### src/logic/video_pkg.sv
// Purpose: constants, register map and carriers for the playfield video back end
// Assumes: classic wishbone slave, 32-bit data, registers one per aligned word
// Notes: printed offsets are word indexes; byte address is four times the index
package video_pkg;
    localparam int NUM_PLANES = 6;
    localparam int NUM_COLOURS = 32;
    localparam int PTR_W = 18;
    localparam int PTR_HI_W = 3;
    localparam int PTR_LO_W = 15;
    localparam int ADDR_W = 12;
    // printed offsets kept as register indexes
    localparam logic [9:0] IDX_CLX_CTRL = 10'h098;
    localparam logic [9:0] IDX_PTR_HIGH = 10'h0e0;
    localparam logic [9:0] IDX_PTR_LOW = 10'h0e2;
    localparam logic [9:0] IDX_MAIN_CTRL = 10'h100;
    localparam logic [9:0] IDX_SCROLL_CTRL = 10'h102;
    localparam logic [9:0] IDX_PRIO_CTRL = 10'h104;
    localparam logic [9:0] IDX_ODD_MOD = 10'h108;
    localparam logic [9:0] IDX_EVEN_MOD = 10'h10a;
    localparam logic [9:0] IDX_DATA_WORD = 10'h110;
    localparam logic [9:0] IDX_PALETTE = 10'h180;
    localparam logic [9:0] IDX_CLX_FLAGS = 10'h00e;
    localparam logic [9:0] IDX_STATUS = 10'h010;
    // plane_main_control fields, then the priority front bit and shared constants
    localparam int MC_HIGH_RESOLUTION_SELECT = 15;
    localparam int MC_COUNT_HI = 14;
    localparam int MC_COUNT_LO = 12;
    localparam int MC_HOLD = 11;
    localparam int MC_DUAL = 10;
    localparam int MC_COMPOSITE = 9;
    localparam int MC_GAUDIO = 8;
    localparam int MC_LIGHT_PEN_ENABLE = 3;
    localparam int MC_INTERLACE_ENABLE = 2;
    localparam int MC_RESYNC = 1;
    localparam int PR_FRONT = 6;
    localparam logic [15:0] CTRL_RESET = 16'h0000;
    localparam logic [2:0] MAX_COUNT = 3'h6;
    localparam logic [3:0] GROUP_LAST = 4'hf;
    localparam logic [4:0] SCROLL_DEPTH = 5'h10;

    typedef struct packed {
        logic [3:0] red;
        logic [3:0] green;
        logic [3:0] blue;
    } rgb_t;

    typedef struct packed {
        logic high_resolution_select;
        logic hold_modify;
        logic composite;
        logic genlock_audio;
        logic light_pen;
        logic interlace;
        logic external_resync;
        logic dual_playfield;
    } mode_t;
endpackage

### src/logic/playfield_video_output.sv
// Purpose: playfield back end: pointers, serialiser, palette, collisions
// Assumes: inputs synchronous to clk; wishbone master follows classic cycles
// Notes: plane and palette selection via adr index; one-cycle ack
//
// Decided for this implementation: the Wishbone slave port.
`timescale 1ns/1ps
module playfield_video_output #(
    parameter int PLANES = 6
) (
    input wire logic clk,
    input wire logic rst,
    input wire logic wb_cyc_i,
    input wire logic wb_stb_i,
    input wire logic wb_we_i,
    input wire logic [video_pkg::ADDR_W-1:0] wb_adr_i,
    input wire logic [3:0] wb_sel_i,
    input wire logic [31:0] wb_dat_i,
    output logic [31:0] wb_dat_o,
    output logic wb_ack_o,
    input wire logic dma_write,
    input wire logic [2:0] dma_plane,
    input wire logic [15:0] dma_data,
    input wire logic line_end,
    input wire logic vertical_blank,
    input wire logic [7:0] sprite_pixels,
    input wire logic background_in,
    input wire logic genlock_audio_in,
    output video_pkg::rgb_t rgb_out,
    output logic background_output_pin,
    output video_pkg::mode_t mode_out,
    output logic [5:0] sprite_priority,
    output logic [video_pkg::PTR_W*6-1:0] plane_pointers
);
    // elaboration check: the register map only has room for six planes
    if (PLANES != video_pkg::NUM_PLANES) begin : bad_planes
        $error("only six planes are supported");
    end

    // ====================================================================
    // bus decode
    logic bus_req;
    logic bus_wr;
    logic bus_rd;
    logic [9:0] idx;
    logic [9:0] idx_off;
    logic [15:0] wdata;
    assign bus_req = wb_cyc_i && wb_stb_i && !wb_ack_o;
    assign bus_wr = bus_req && wb_we_i && wb_sel_i[0] && wb_sel_i[1];
    assign bus_rd = bus_req && !wb_we_i;
    assign idx = wb_adr_i[11:2];
    assign wdata = wb_dat_i[15:0];

    // ====================================================================
    // control registers
    logic [15:0] main_ctrl, next_main_ctrl;
    logic [15:0] scroll_ctrl, next_scroll_ctrl;
    logic [15:0] prio_ctrl, next_prio_ctrl;
    logic [15:0] clx_ctrl, next_clx_ctrl;
    logic [15:0] odd_mod, next_odd_mod;
    logic [15:0] even_mod, next_even_mod;
    logic [video_pkg::PTR_W-1:0] ptr [6];
    logic [video_pkg::PTR_W-1:0] next_ptr [6];
    logic [15:0] plane_word [6];
    logic [15:0] next_plane_word [6];

    // plane number from index: pointers take pairs of words, data single words
    logic [2:0] ptr_plane;
    logic [2:0] dat_plane;
    logic ptr_hit_hi;
    logic ptr_hit_lo;
    logic dat_hit;
    always_comb begin
        idx_off = idx - video_pkg::IDX_PTR_HIGH;
        ptr_plane = idx_off[4:2];
        ptr_hit_hi = idx >= video_pkg::IDX_PTR_HIGH && idx_off[9:5] == 5'h00
            && idx_off[1:0] == 2'h0 && ptr_plane < 3'h6;
        ptr_hit_lo = idx >= video_pkg::IDX_PTR_HIGH && idx_off[9:5] == 5'h00
            && idx_off[1:0] == 2'h2 && ptr_plane < 3'h6;
        dat_plane = 3'((idx - video_pkg::IDX_DATA_WORD) >> 1);
        dat_hit = idx >= video_pkg::IDX_DATA_WORD && idx < 10'h11c && !idx[0];
    end

    // register writes, line-end modulo, dma loads
    always_comb begin
        next_main_ctrl = main_ctrl;
        next_scroll_ctrl = scroll_ctrl;
        next_prio_ctrl = prio_ctrl;
        next_clx_ctrl = clx_ctrl;
        next_odd_mod = odd_mod;
        next_even_mod = even_mod;
        for (int p = 0; p < 6; p++) begin
            next_ptr[p] = ptr[p];
            next_plane_word[p] = plane_word[p];
            // odd planes are 1,3,5 which are indexes 0,2,4
            if (line_end) begin
                next_ptr[p] = ptr[p] + 18'(p[0] ? {{2{even_mod[15]}}, even_mod}
                                               : {{2{odd_mod[15]}}, odd_mod});
            end
        end
        if (dma_write && dma_plane < 3'h6) begin
            next_plane_word[dma_plane] = dma_data;
        end
        if (bus_wr) begin
            case (idx)
                video_pkg::IDX_MAIN_CTRL: next_main_ctrl = wdata;
                video_pkg::IDX_SCROLL_CTRL: next_scroll_ctrl = wdata;
                video_pkg::IDX_PRIO_CTRL: next_prio_ctrl = wdata;
                video_pkg::IDX_CLX_CTRL: next_clx_ctrl = wdata;
                video_pkg::IDX_ODD_MOD: next_odd_mod = wdata;
                video_pkg::IDX_EVEN_MOD: next_even_mod = wdata;
                default: begin
                end
            endcase
            // processor write beats a same-cycle modulo add, so reloads stick
            if (ptr_hit_hi) begin
                next_ptr[ptr_plane][17:15] = wdata[2:0];
            end
            if (ptr_hit_lo) begin
                next_ptr[ptr_plane][14:0] = wdata[15:1];
            end
            if (dat_hit) begin
                next_plane_word[dat_plane] = wdata;
            end
        end
    end

    logic plane_one_load;
    assign plane_one_load = (dma_write && dma_plane == 3'h0)
        || (bus_wr && dat_hit && dat_plane == 3'h0);

    always_ff @(posedge clk or posedge rst) begin
        if (rst) begin
            main_ctrl <= video_pkg::CTRL_RESET;
            scroll_ctrl <= video_pkg::CTRL_RESET;
            prio_ctrl <= video_pkg::CTRL_RESET;
            clx_ctrl <= video_pkg::CTRL_RESET;
            odd_mod <= video_pkg::CTRL_RESET;
            even_mod <= video_pkg::CTRL_RESET;
            for (int p = 0; p < 6; p++) begin
                ptr[p] <= '0;
                plane_word[p] <= '0;
            end
        end else begin
            main_ctrl <= next_main_ctrl;
            scroll_ctrl <= next_scroll_ctrl;
            prio_ctrl <= next_prio_ctrl;
            clx_ctrl <= next_clx_ctrl;
            odd_mod <= next_odd_mod;
            even_mod <= next_even_mod;
            for (int p = 0; p < 6; p++) begin
                ptr[p] <= next_ptr[p];
                plane_word[p] <= next_plane_word[p];
            end
        end
    end

    // ====================================================================
    // serialiser: group loads on plane one, shifts msb first
    logic [15:0] shift [6];
    logic [15:0] next_shift [6];
    logic [3:0] bit_cnt, next_bit_cnt;
    logic shifting, next_shifting;
    logic [2:0] plane_count;
    logic [5:0] plane_mask;
    logic [5:0] raw_bits;
    assign plane_count = main_ctrl[video_pkg::MC_COUNT_HI:video_pkg::MC_COUNT_LO];
    always_comb begin
        for (int p = 0; p < 6; p++) begin
            // planes beyond the count read as zero; codes above six clamp
            plane_mask[p] = 3'(p) < plane_count;
            raw_bits[p] = shifting && shift[p][15] && plane_mask[p];
        end
    end

    always_comb begin
        next_bit_cnt = bit_cnt;
        next_shifting = shifting;
        for (int p = 0; p < 6; p++) begin
            next_shift[p] = shifting ? {shift[p][14:0], 1'b0} : shift[p];
        end
        if (shifting) begin
            next_bit_cnt = bit_cnt + 4'h1;
            if (bit_cnt == video_pkg::GROUP_LAST) begin
                next_shifting = 1'b0;
            end
        end
        if (plane_one_load) begin
            for (int p = 0; p < 6; p++) begin
                next_shift[p] = next_plane_word[p];
            end
            next_bit_cnt = '0;
            next_shifting = 1'b1;
        end
    end

    always_ff @(posedge clk or posedge rst) begin
        if (rst) begin
            bit_cnt <= '0;
            shifting <= 1'b0;
            for (int p = 0; p < 6; p++) begin
                shift[p] <= '0;
            end
        end else begin
            bit_cnt <= next_bit_cnt;
            shifting <= next_shifting;
            for (int p = 0; p < 6; p++) begin
                shift[p] <= next_shift[p];
            end
        end
    end

    // ====================================================================
    // horizontal scroll: per-playfield delay line, code picks the tap
    logic [2:0] odd_hist [16];
    logic [2:0] even_hist [16];
    logic [2:0] odd_bits;
    logic [2:0] even_bits;
    always_ff @(posedge clk or posedge rst) begin
        if (rst) begin
            for (int i = 0; i < 16; i++) begin
                odd_hist[i] <= '0;
                even_hist[i] <= '0;
            end
        end else begin
            odd_hist[0] <= {raw_bits[4], raw_bits[2], raw_bits[0]};
            even_hist[0] <= {raw_bits[5], raw_bits[3], raw_bits[1]};
            for (int i = 1; i < 16; i++) begin
                odd_hist[i] <= odd_hist[i-1];
                even_hist[i] <= even_hist[i-1];
            end
        end
    end
    // tap zero is the live bit, so code zero adds no delay
    always_comb begin
        odd_bits = scroll_ctrl[3:0] == 4'h0 ? {raw_bits[4], raw_bits[2], raw_bits[0]}
                                            : odd_hist[scroll_ctrl[3:0] - 4'h1];
        even_bits = scroll_ctrl[7:4] == 4'h0 ? {raw_bits[5], raw_bits[3], raw_bits[1]}
                                             : even_hist[scroll_ctrl[7:4] - 4'h1];
    end

    // ====================================================================
    // pixel index and palette
    logic [11:0] palette [video_pkg::NUM_COLOURS];
    logic [4:0] pal_idx;
    logic [4:0] pix_idx;
    logic odd_on;
    logic even_on;
    logic [5:0] pix_planes;
    // entries sit on every second index, so halve before cutting to five bits
    assign pal_idx = 5'((idx - video_pkg::IDX_PALETTE) >> 1);
    always_comb begin
        pix_planes = {even_bits[2], odd_bits[2], even_bits[1], odd_bits[1],
                      even_bits[0], odd_bits[0]};
        odd_on = |odd_bits;
        even_on = |even_bits;
        if (main_ctrl[video_pkg::MC_DUAL]) begin
            // dual playfield: front field wins, second field uses colours 8-15
            if (even_on && (prio_ctrl[video_pkg::PR_FRONT] || !odd_on)) begin
                pix_idx = {2'h1, even_bits};
            end else begin
                pix_idx = {2'h0, odd_bits};
            end
        end else begin
            pix_idx = pix_planes[4:0];
        end
    end

    always_ff @(posedge clk) begin
        if (bus_wr && idx >= video_pkg::IDX_PALETTE && idx < 10'h1c0 && !idx[0]) begin
            palette[pal_idx] <= wdata[11:0];
        end
    end

    always_ff @(posedge clk or posedge rst) begin
        if (rst) begin
            rgb_out <= '0;
            background_output_pin <= 1'b0;
            mode_out <= '0;
            sprite_priority <= '0;
        end else begin
            rgb_out <= palette[pix_idx];
            // genlock audio shares the background pin during vertical blank
            background_output_pin <= (main_ctrl[video_pkg::MC_GAUDIO] && vertical_blank)
                ? genlock_audio_in : (background_in || pix_idx == 5'h00);
            mode_out <= {main_ctrl[video_pkg::MC_HIGH_RESOLUTION_SELECT], main_ctrl[video_pkg::MC_HOLD],
                         main_ctrl[video_pkg::MC_COMPOSITE], main_ctrl[video_pkg::MC_GAUDIO],
                         main_ctrl[video_pkg::MC_LIGHT_PEN_ENABLE], main_ctrl[video_pkg::MC_INTERLACE_ENABLE],
                         main_ctrl[video_pkg::MC_RESYNC], main_ctrl[video_pkg::MC_DUAL]};
            sprite_priority <= prio_ctrl[5:0];
        end
    end

    always_comb begin
        for (int p = 0; p < 6; p++) begin
            plane_pointers[p*video_pkg::PTR_W +: video_pkg::PTR_W] = ptr[p];
        end
    end

    // ====================================================================
    // collision detection
    logic [3:0] spr;
    logic [5:0] match;
    logic pf1_hit;
    logic pf2_hit;
    logic [15:0] hits;
    logic [15:0] clx_flags, next_clx_flags;
    always_comb begin
        for (int s = 0; s < 4; s++) begin
            spr[s] = sprite_pixels[2*s] || (clx_ctrl[12+s] && sprite_pixels[2*s+1]);
        end
        for (int p = 0; p < 6; p++) begin
            // disabled or unused planes always match
            match[p] = !(clx_ctrl[6+p] && plane_mask[p])
                || (raw_bits[p] == clx_ctrl[p]);
        end
        pf1_hit = match[0] && match[2] && match[4];
        pf2_hit = match[1] && match[3] && match[5];
        hits = '0;
        hits[14] = spr[2] && spr[3];
        hits[13] = spr[1] && spr[3];
        hits[12] = spr[1] && spr[2];
        hits[11] = spr[0] && spr[3];
        hits[10] = spr[0] && spr[2];
        hits[9] = spr[0] && spr[1];
        for (int s = 0; s < 4; s++) begin
            hits[5+s] = pf2_hit && spr[s];
            hits[1+s] = pf1_hit && spr[s];
        end
        hits[0] = pf1_hit && pf2_hit;
        // a new hit in the read cycle survives the clear
        next_clx_flags = (bus_rd && idx == video_pkg::IDX_CLX_FLAGS)
            ? hits : (clx_flags | hits);
    end

    always_ff @(posedge clk or posedge rst) begin
        if (rst) begin
            clx_flags <= '0;
        end else begin
            clx_flags <= next_clx_flags;
        end
    end

    // ====================================================================
    // bus answer: one wait-free ack, unmapped reads return zero
    always_ff @(posedge clk or posedge rst) begin
        if (rst) begin
            wb_ack_o <= 1'b0;
            wb_dat_o <= '0;
        end else begin
            wb_ack_o <= bus_req;
            wb_dat_o <= '0;
            if (bus_rd && idx == video_pkg::IDX_CLX_FLAGS) begin
                wb_dat_o <= {16'h0000, clx_flags};
            end else if (bus_rd && idx == video_pkg::IDX_STATUS) begin
                wb_dat_o <= {27'h0, shifting, bit_cnt};
            end
        end
    end
endmodule

### config.mk
export PLATFORM = sky130hd
export DESIGN_NAME = playfield_video_output
export DESIGN_NICKNAME = d
export VERILOG_FILES = /design/src/logic/video_pkg.sv /design/src/logic/playfield_video_output.sv
export SDC_FILE = /design/constraint.sdc
export NUM_CORES = 2
export LEC_CHECK = 0
export BUFFER_PORTS_ARGS = -buffer_cell sky130_fd_sc_hd__buf_4
export CAP_MARGIN = 20
export CORE_UTILIZATION = 52
export DETAILED_ROUTE_END_ITERATION = 8
export HOLD_SLACK_MARGIN = 0.05
export PLACE_DENSITY_LB_ADDON = 0.2
export SLEW_MARGIN = 20
export SYNTH_ARGS = -nofsm -noshare
export SYNTH_HDL_FRONTEND = slang
export SYNTH_SLANG_ARGS = --single-unit
### constraint.sdc
create_clock -name clk -period 18.5 [get_ports clk]
set_input_delay 1.85 -clock clk [delete_from_list [all_inputs] [get_ports clk]]
set_output_delay 1.85 -clock clk [all_outputs]
set_load 0.02 [all_outputs]
==> out/results.ini <==
[outcome]
status = completed

[logic_synthesis]
synth.ff_latch_count = 917
synth_common_cells = dfrtp_1, nand2_1, edfxtp_1
synth_edf_count = 384
synth.most_common_cell = dfrtp_1
synth_simple_gate_area_share = 0.0956
synthMuxAreaShare = 0.128
synth_compound_area_frac = 0.103
synth_area_leader_cell = dfrtp_1
synth_top_area_frac = 0.316
synth_area_leaders = dfrtp_1, edfxtp_1, mux2i_1
synth-xor-area-share = 0.0197
synth_top_family_by_area = multiplexers
synth_ff_type = dfrtp_1
synth_cell_types = 88
seq_area_frac_synth = 0.589
synth_warnings = 0
synthArstFlopShare = 0.581
syn_inst = 3526
synth_area_um2 = 42200
synth.avg_cell_area_um2 = 12.0
synthAdderAreaFrac = 0.0346

[worst_setup_path]
cp-start-kind = flop
worst-setup-path-type = reg2reg
cp_max_fo = 73
endpoint_kind = flop
critPathArrivalTime_ns = 6.87
cp.required_ns = 19.03

[sta]
finalCritPeriodShare = 0.343
fin_setup_tns_ns = 0
timing.max_slew.rel_slack = 0.246
fin_ws_ns = 12.16
finalSetupViolCount = 0
skew_ns = 0.0241
finalHoldViolations = 0
fmax_ghz = 0.158
rsz0062_at_grt = no
slew_violations = 0
worst_pin_slew_ns = 1.13
fin_crit_ns = 6.34
whs_ns = 0.348

[clock_tree]
cts_setup_buffers = 0
clk_latency_ns = 0.67
cts-buffers-inserted = 96
htree_num_levels = 3
clkSlewWorstSetupHoldPaths_ns = 0.06
cts_buffer_depth = 3
cts_tree = built
cts-resized-gates = 0
cts.sinks = 917
ctsHoldBuffers = 0
cts_root_buf = clkbuf_16

[floorplan]
core_area_um2 = 80400
die_x_um = 287
start_util = 0.525
die_area_um2 = 82300
die_h_um = 287
rows = 104
pin_count = 253

[placement]
place_congestion = 0.860
dp_cells = 4636
port_buffers = 215
pre_cts_slack_ns = 12.22
placed_cell_area_um2 = 44600
hpwl_mm = 67.0

[global_route]
track_usage = 0.257
grt_pass1_vias = 26900
overflow = 0
antenna_found_initial = 8
grt_max_degree = 163
grt_first_pass_wirelength_mm = 161

[finish]
design_area_um2 = 47900
fillCellCount = 6516
seq_area_um2 = 24900
drive_above_1_share = 0.162
syn2layout_area_growth_pct = 13.4
nNetsFinal = 3873
fin_cells = 4818
multi_input_area_um2 = 16300

[route]
ant_nets = 0
drtIter0Drc = 2261
drc_errors = 0
viasPerCell = 5.76
vias = 27700
first_pass_iters = 5
routed_wl_mm = 106
wl_per_cell_um = 21.9

[power]
p_leak_nw = 20.7
irDropWorstVdd_mv = 0.0795
power_density_nw_per_um2 = 102

[run]
maxCapViolations = 0

[hold_path]
hold_class = reg2reg

path summary, 6_finish.rpt:
kind,start,endpoint,slack [ns],cells past startpoint
hold / removal,odd_hist[43],odd_hist[40],0.35,0
setup reg to reg,scroll_ctrl[4],rgb_out[7],12.16,14
hold reg to reg,odd_hist[43],odd_hist[40],0.35,0
min in group asynchronous,rst,plane_pointers[20],1.31,2
max in group asynchronous,rst,plane_word[70],14.19,5
setup / recovery,scroll_ctrl[4],rgb_out[7],12.16,14
state kept, by name, indices dropped and copies added (netlist names):
name                   count
background_output_pin      1
bit_cnt                    4
clx_ctrl                  16
clx_flags                 15
even_hist                 48
even_mod                  16
main_ctrl                 11
mode_out                   8
odd_hist                  48
odd_mod                   16
palette                  384
plane_pointers           108
plane_word                96
prio_ctrl                  7
rgb_out                   12
scroll_ctrl                8
shift                     96
shifting                   1
sprite_priority            6
wb_ack_o                   1
wb_dat_o                  15
metrics by stage:
step / util / total power, mW
CTS: 0.594 / 4.92
detailed placement: 0.555 / 2.99
global placement: 0.554 / 2.97
floorplan: - / 2.80
global route: 0.595 / 5.07
finish: 0.595 / 4.88
logic make-up (layout without fill, tap and decap cells):
logic type	after synthesis	after routing
adder cells (fa/ha/maj)	113	113
other	1	20
XOR/XNOR	93	93
multiplexers	474	474
buffers and inverters	276	489
AND/OR/NAND/NOR	932	932
flip-flops	917	917
AO/OA/AOI/OAI	720	720
metal layers:
| layer | vias up | GRT usage | part of all wire |
|---|---|---|---|
| li1 | 13100 | - | - |
| met1 | 13800 | 0.365 | 0.45 |
| met2 | 788 | 0.401 | 0.46 |
| met3 | 140 | 0.0525 | 0.065 |
| met4 | 8 | 0.0775 | 0.024 |
| met5 | - | 0 | 0.00046 |
critical path, cell delays in order, from the launching register on:
cell and delay (ns):
dfrtp_1 0.91, inv_1 0.17, ha_1 0.67, mux4_1 0.38, mux2i_1 0.23, o22ai_1 0.14
o41ai_1 0.49, a21oi_1 0.18, o31ai_4 0.58, buf_4 0.88, or3b_1 0.48, o221ai_1 0.28
a31oi_1 0.42, o31a_1 0.24, nor3_1 0.07
report_power, final:
group / switching, mW / leakage, nW / internal, mW
combinational: 0.320 / 8.73 / 0.244
clock: 0.816 / 1.53 / 1.11
sequential: 0.115 / 10.4 / 2.28
cells in the final DEF (no fill, tap or decap), types with 18 or more instances in the layout:
cell type	instances
o21bai_1	18
nor2_2	18
ha_1	107
nor2_1	231
and2_1	19
clkbuf_1	28
o221ai_1	23
mux2i_1	317
clkbuf_16	97
a21oi_1	216
inv_1	52
or3_1	18
xnor2_1	77
dfrtp_1	532
o21ai_0	260
edfxtp_1	384
a21o_1	34
nand3_1	41
buf_4	255
nor3_1	56
mux4_2	30
mux2_2	114
nand2_1	440
o22ai_1	27
area by class of cell:
class,instances,share of cell area
multi-input cells,2349,0.341
repair buffers,257,0.0406
inverters,54,0.00439
flip-flops and latches,917,0.520
well taps,1060,0.0277
clock buffers,142,0.0578
diodes,3,0.000157
clock inverters,36,0.00870
No activity file was read; power rests on OpenSTA's default activity.
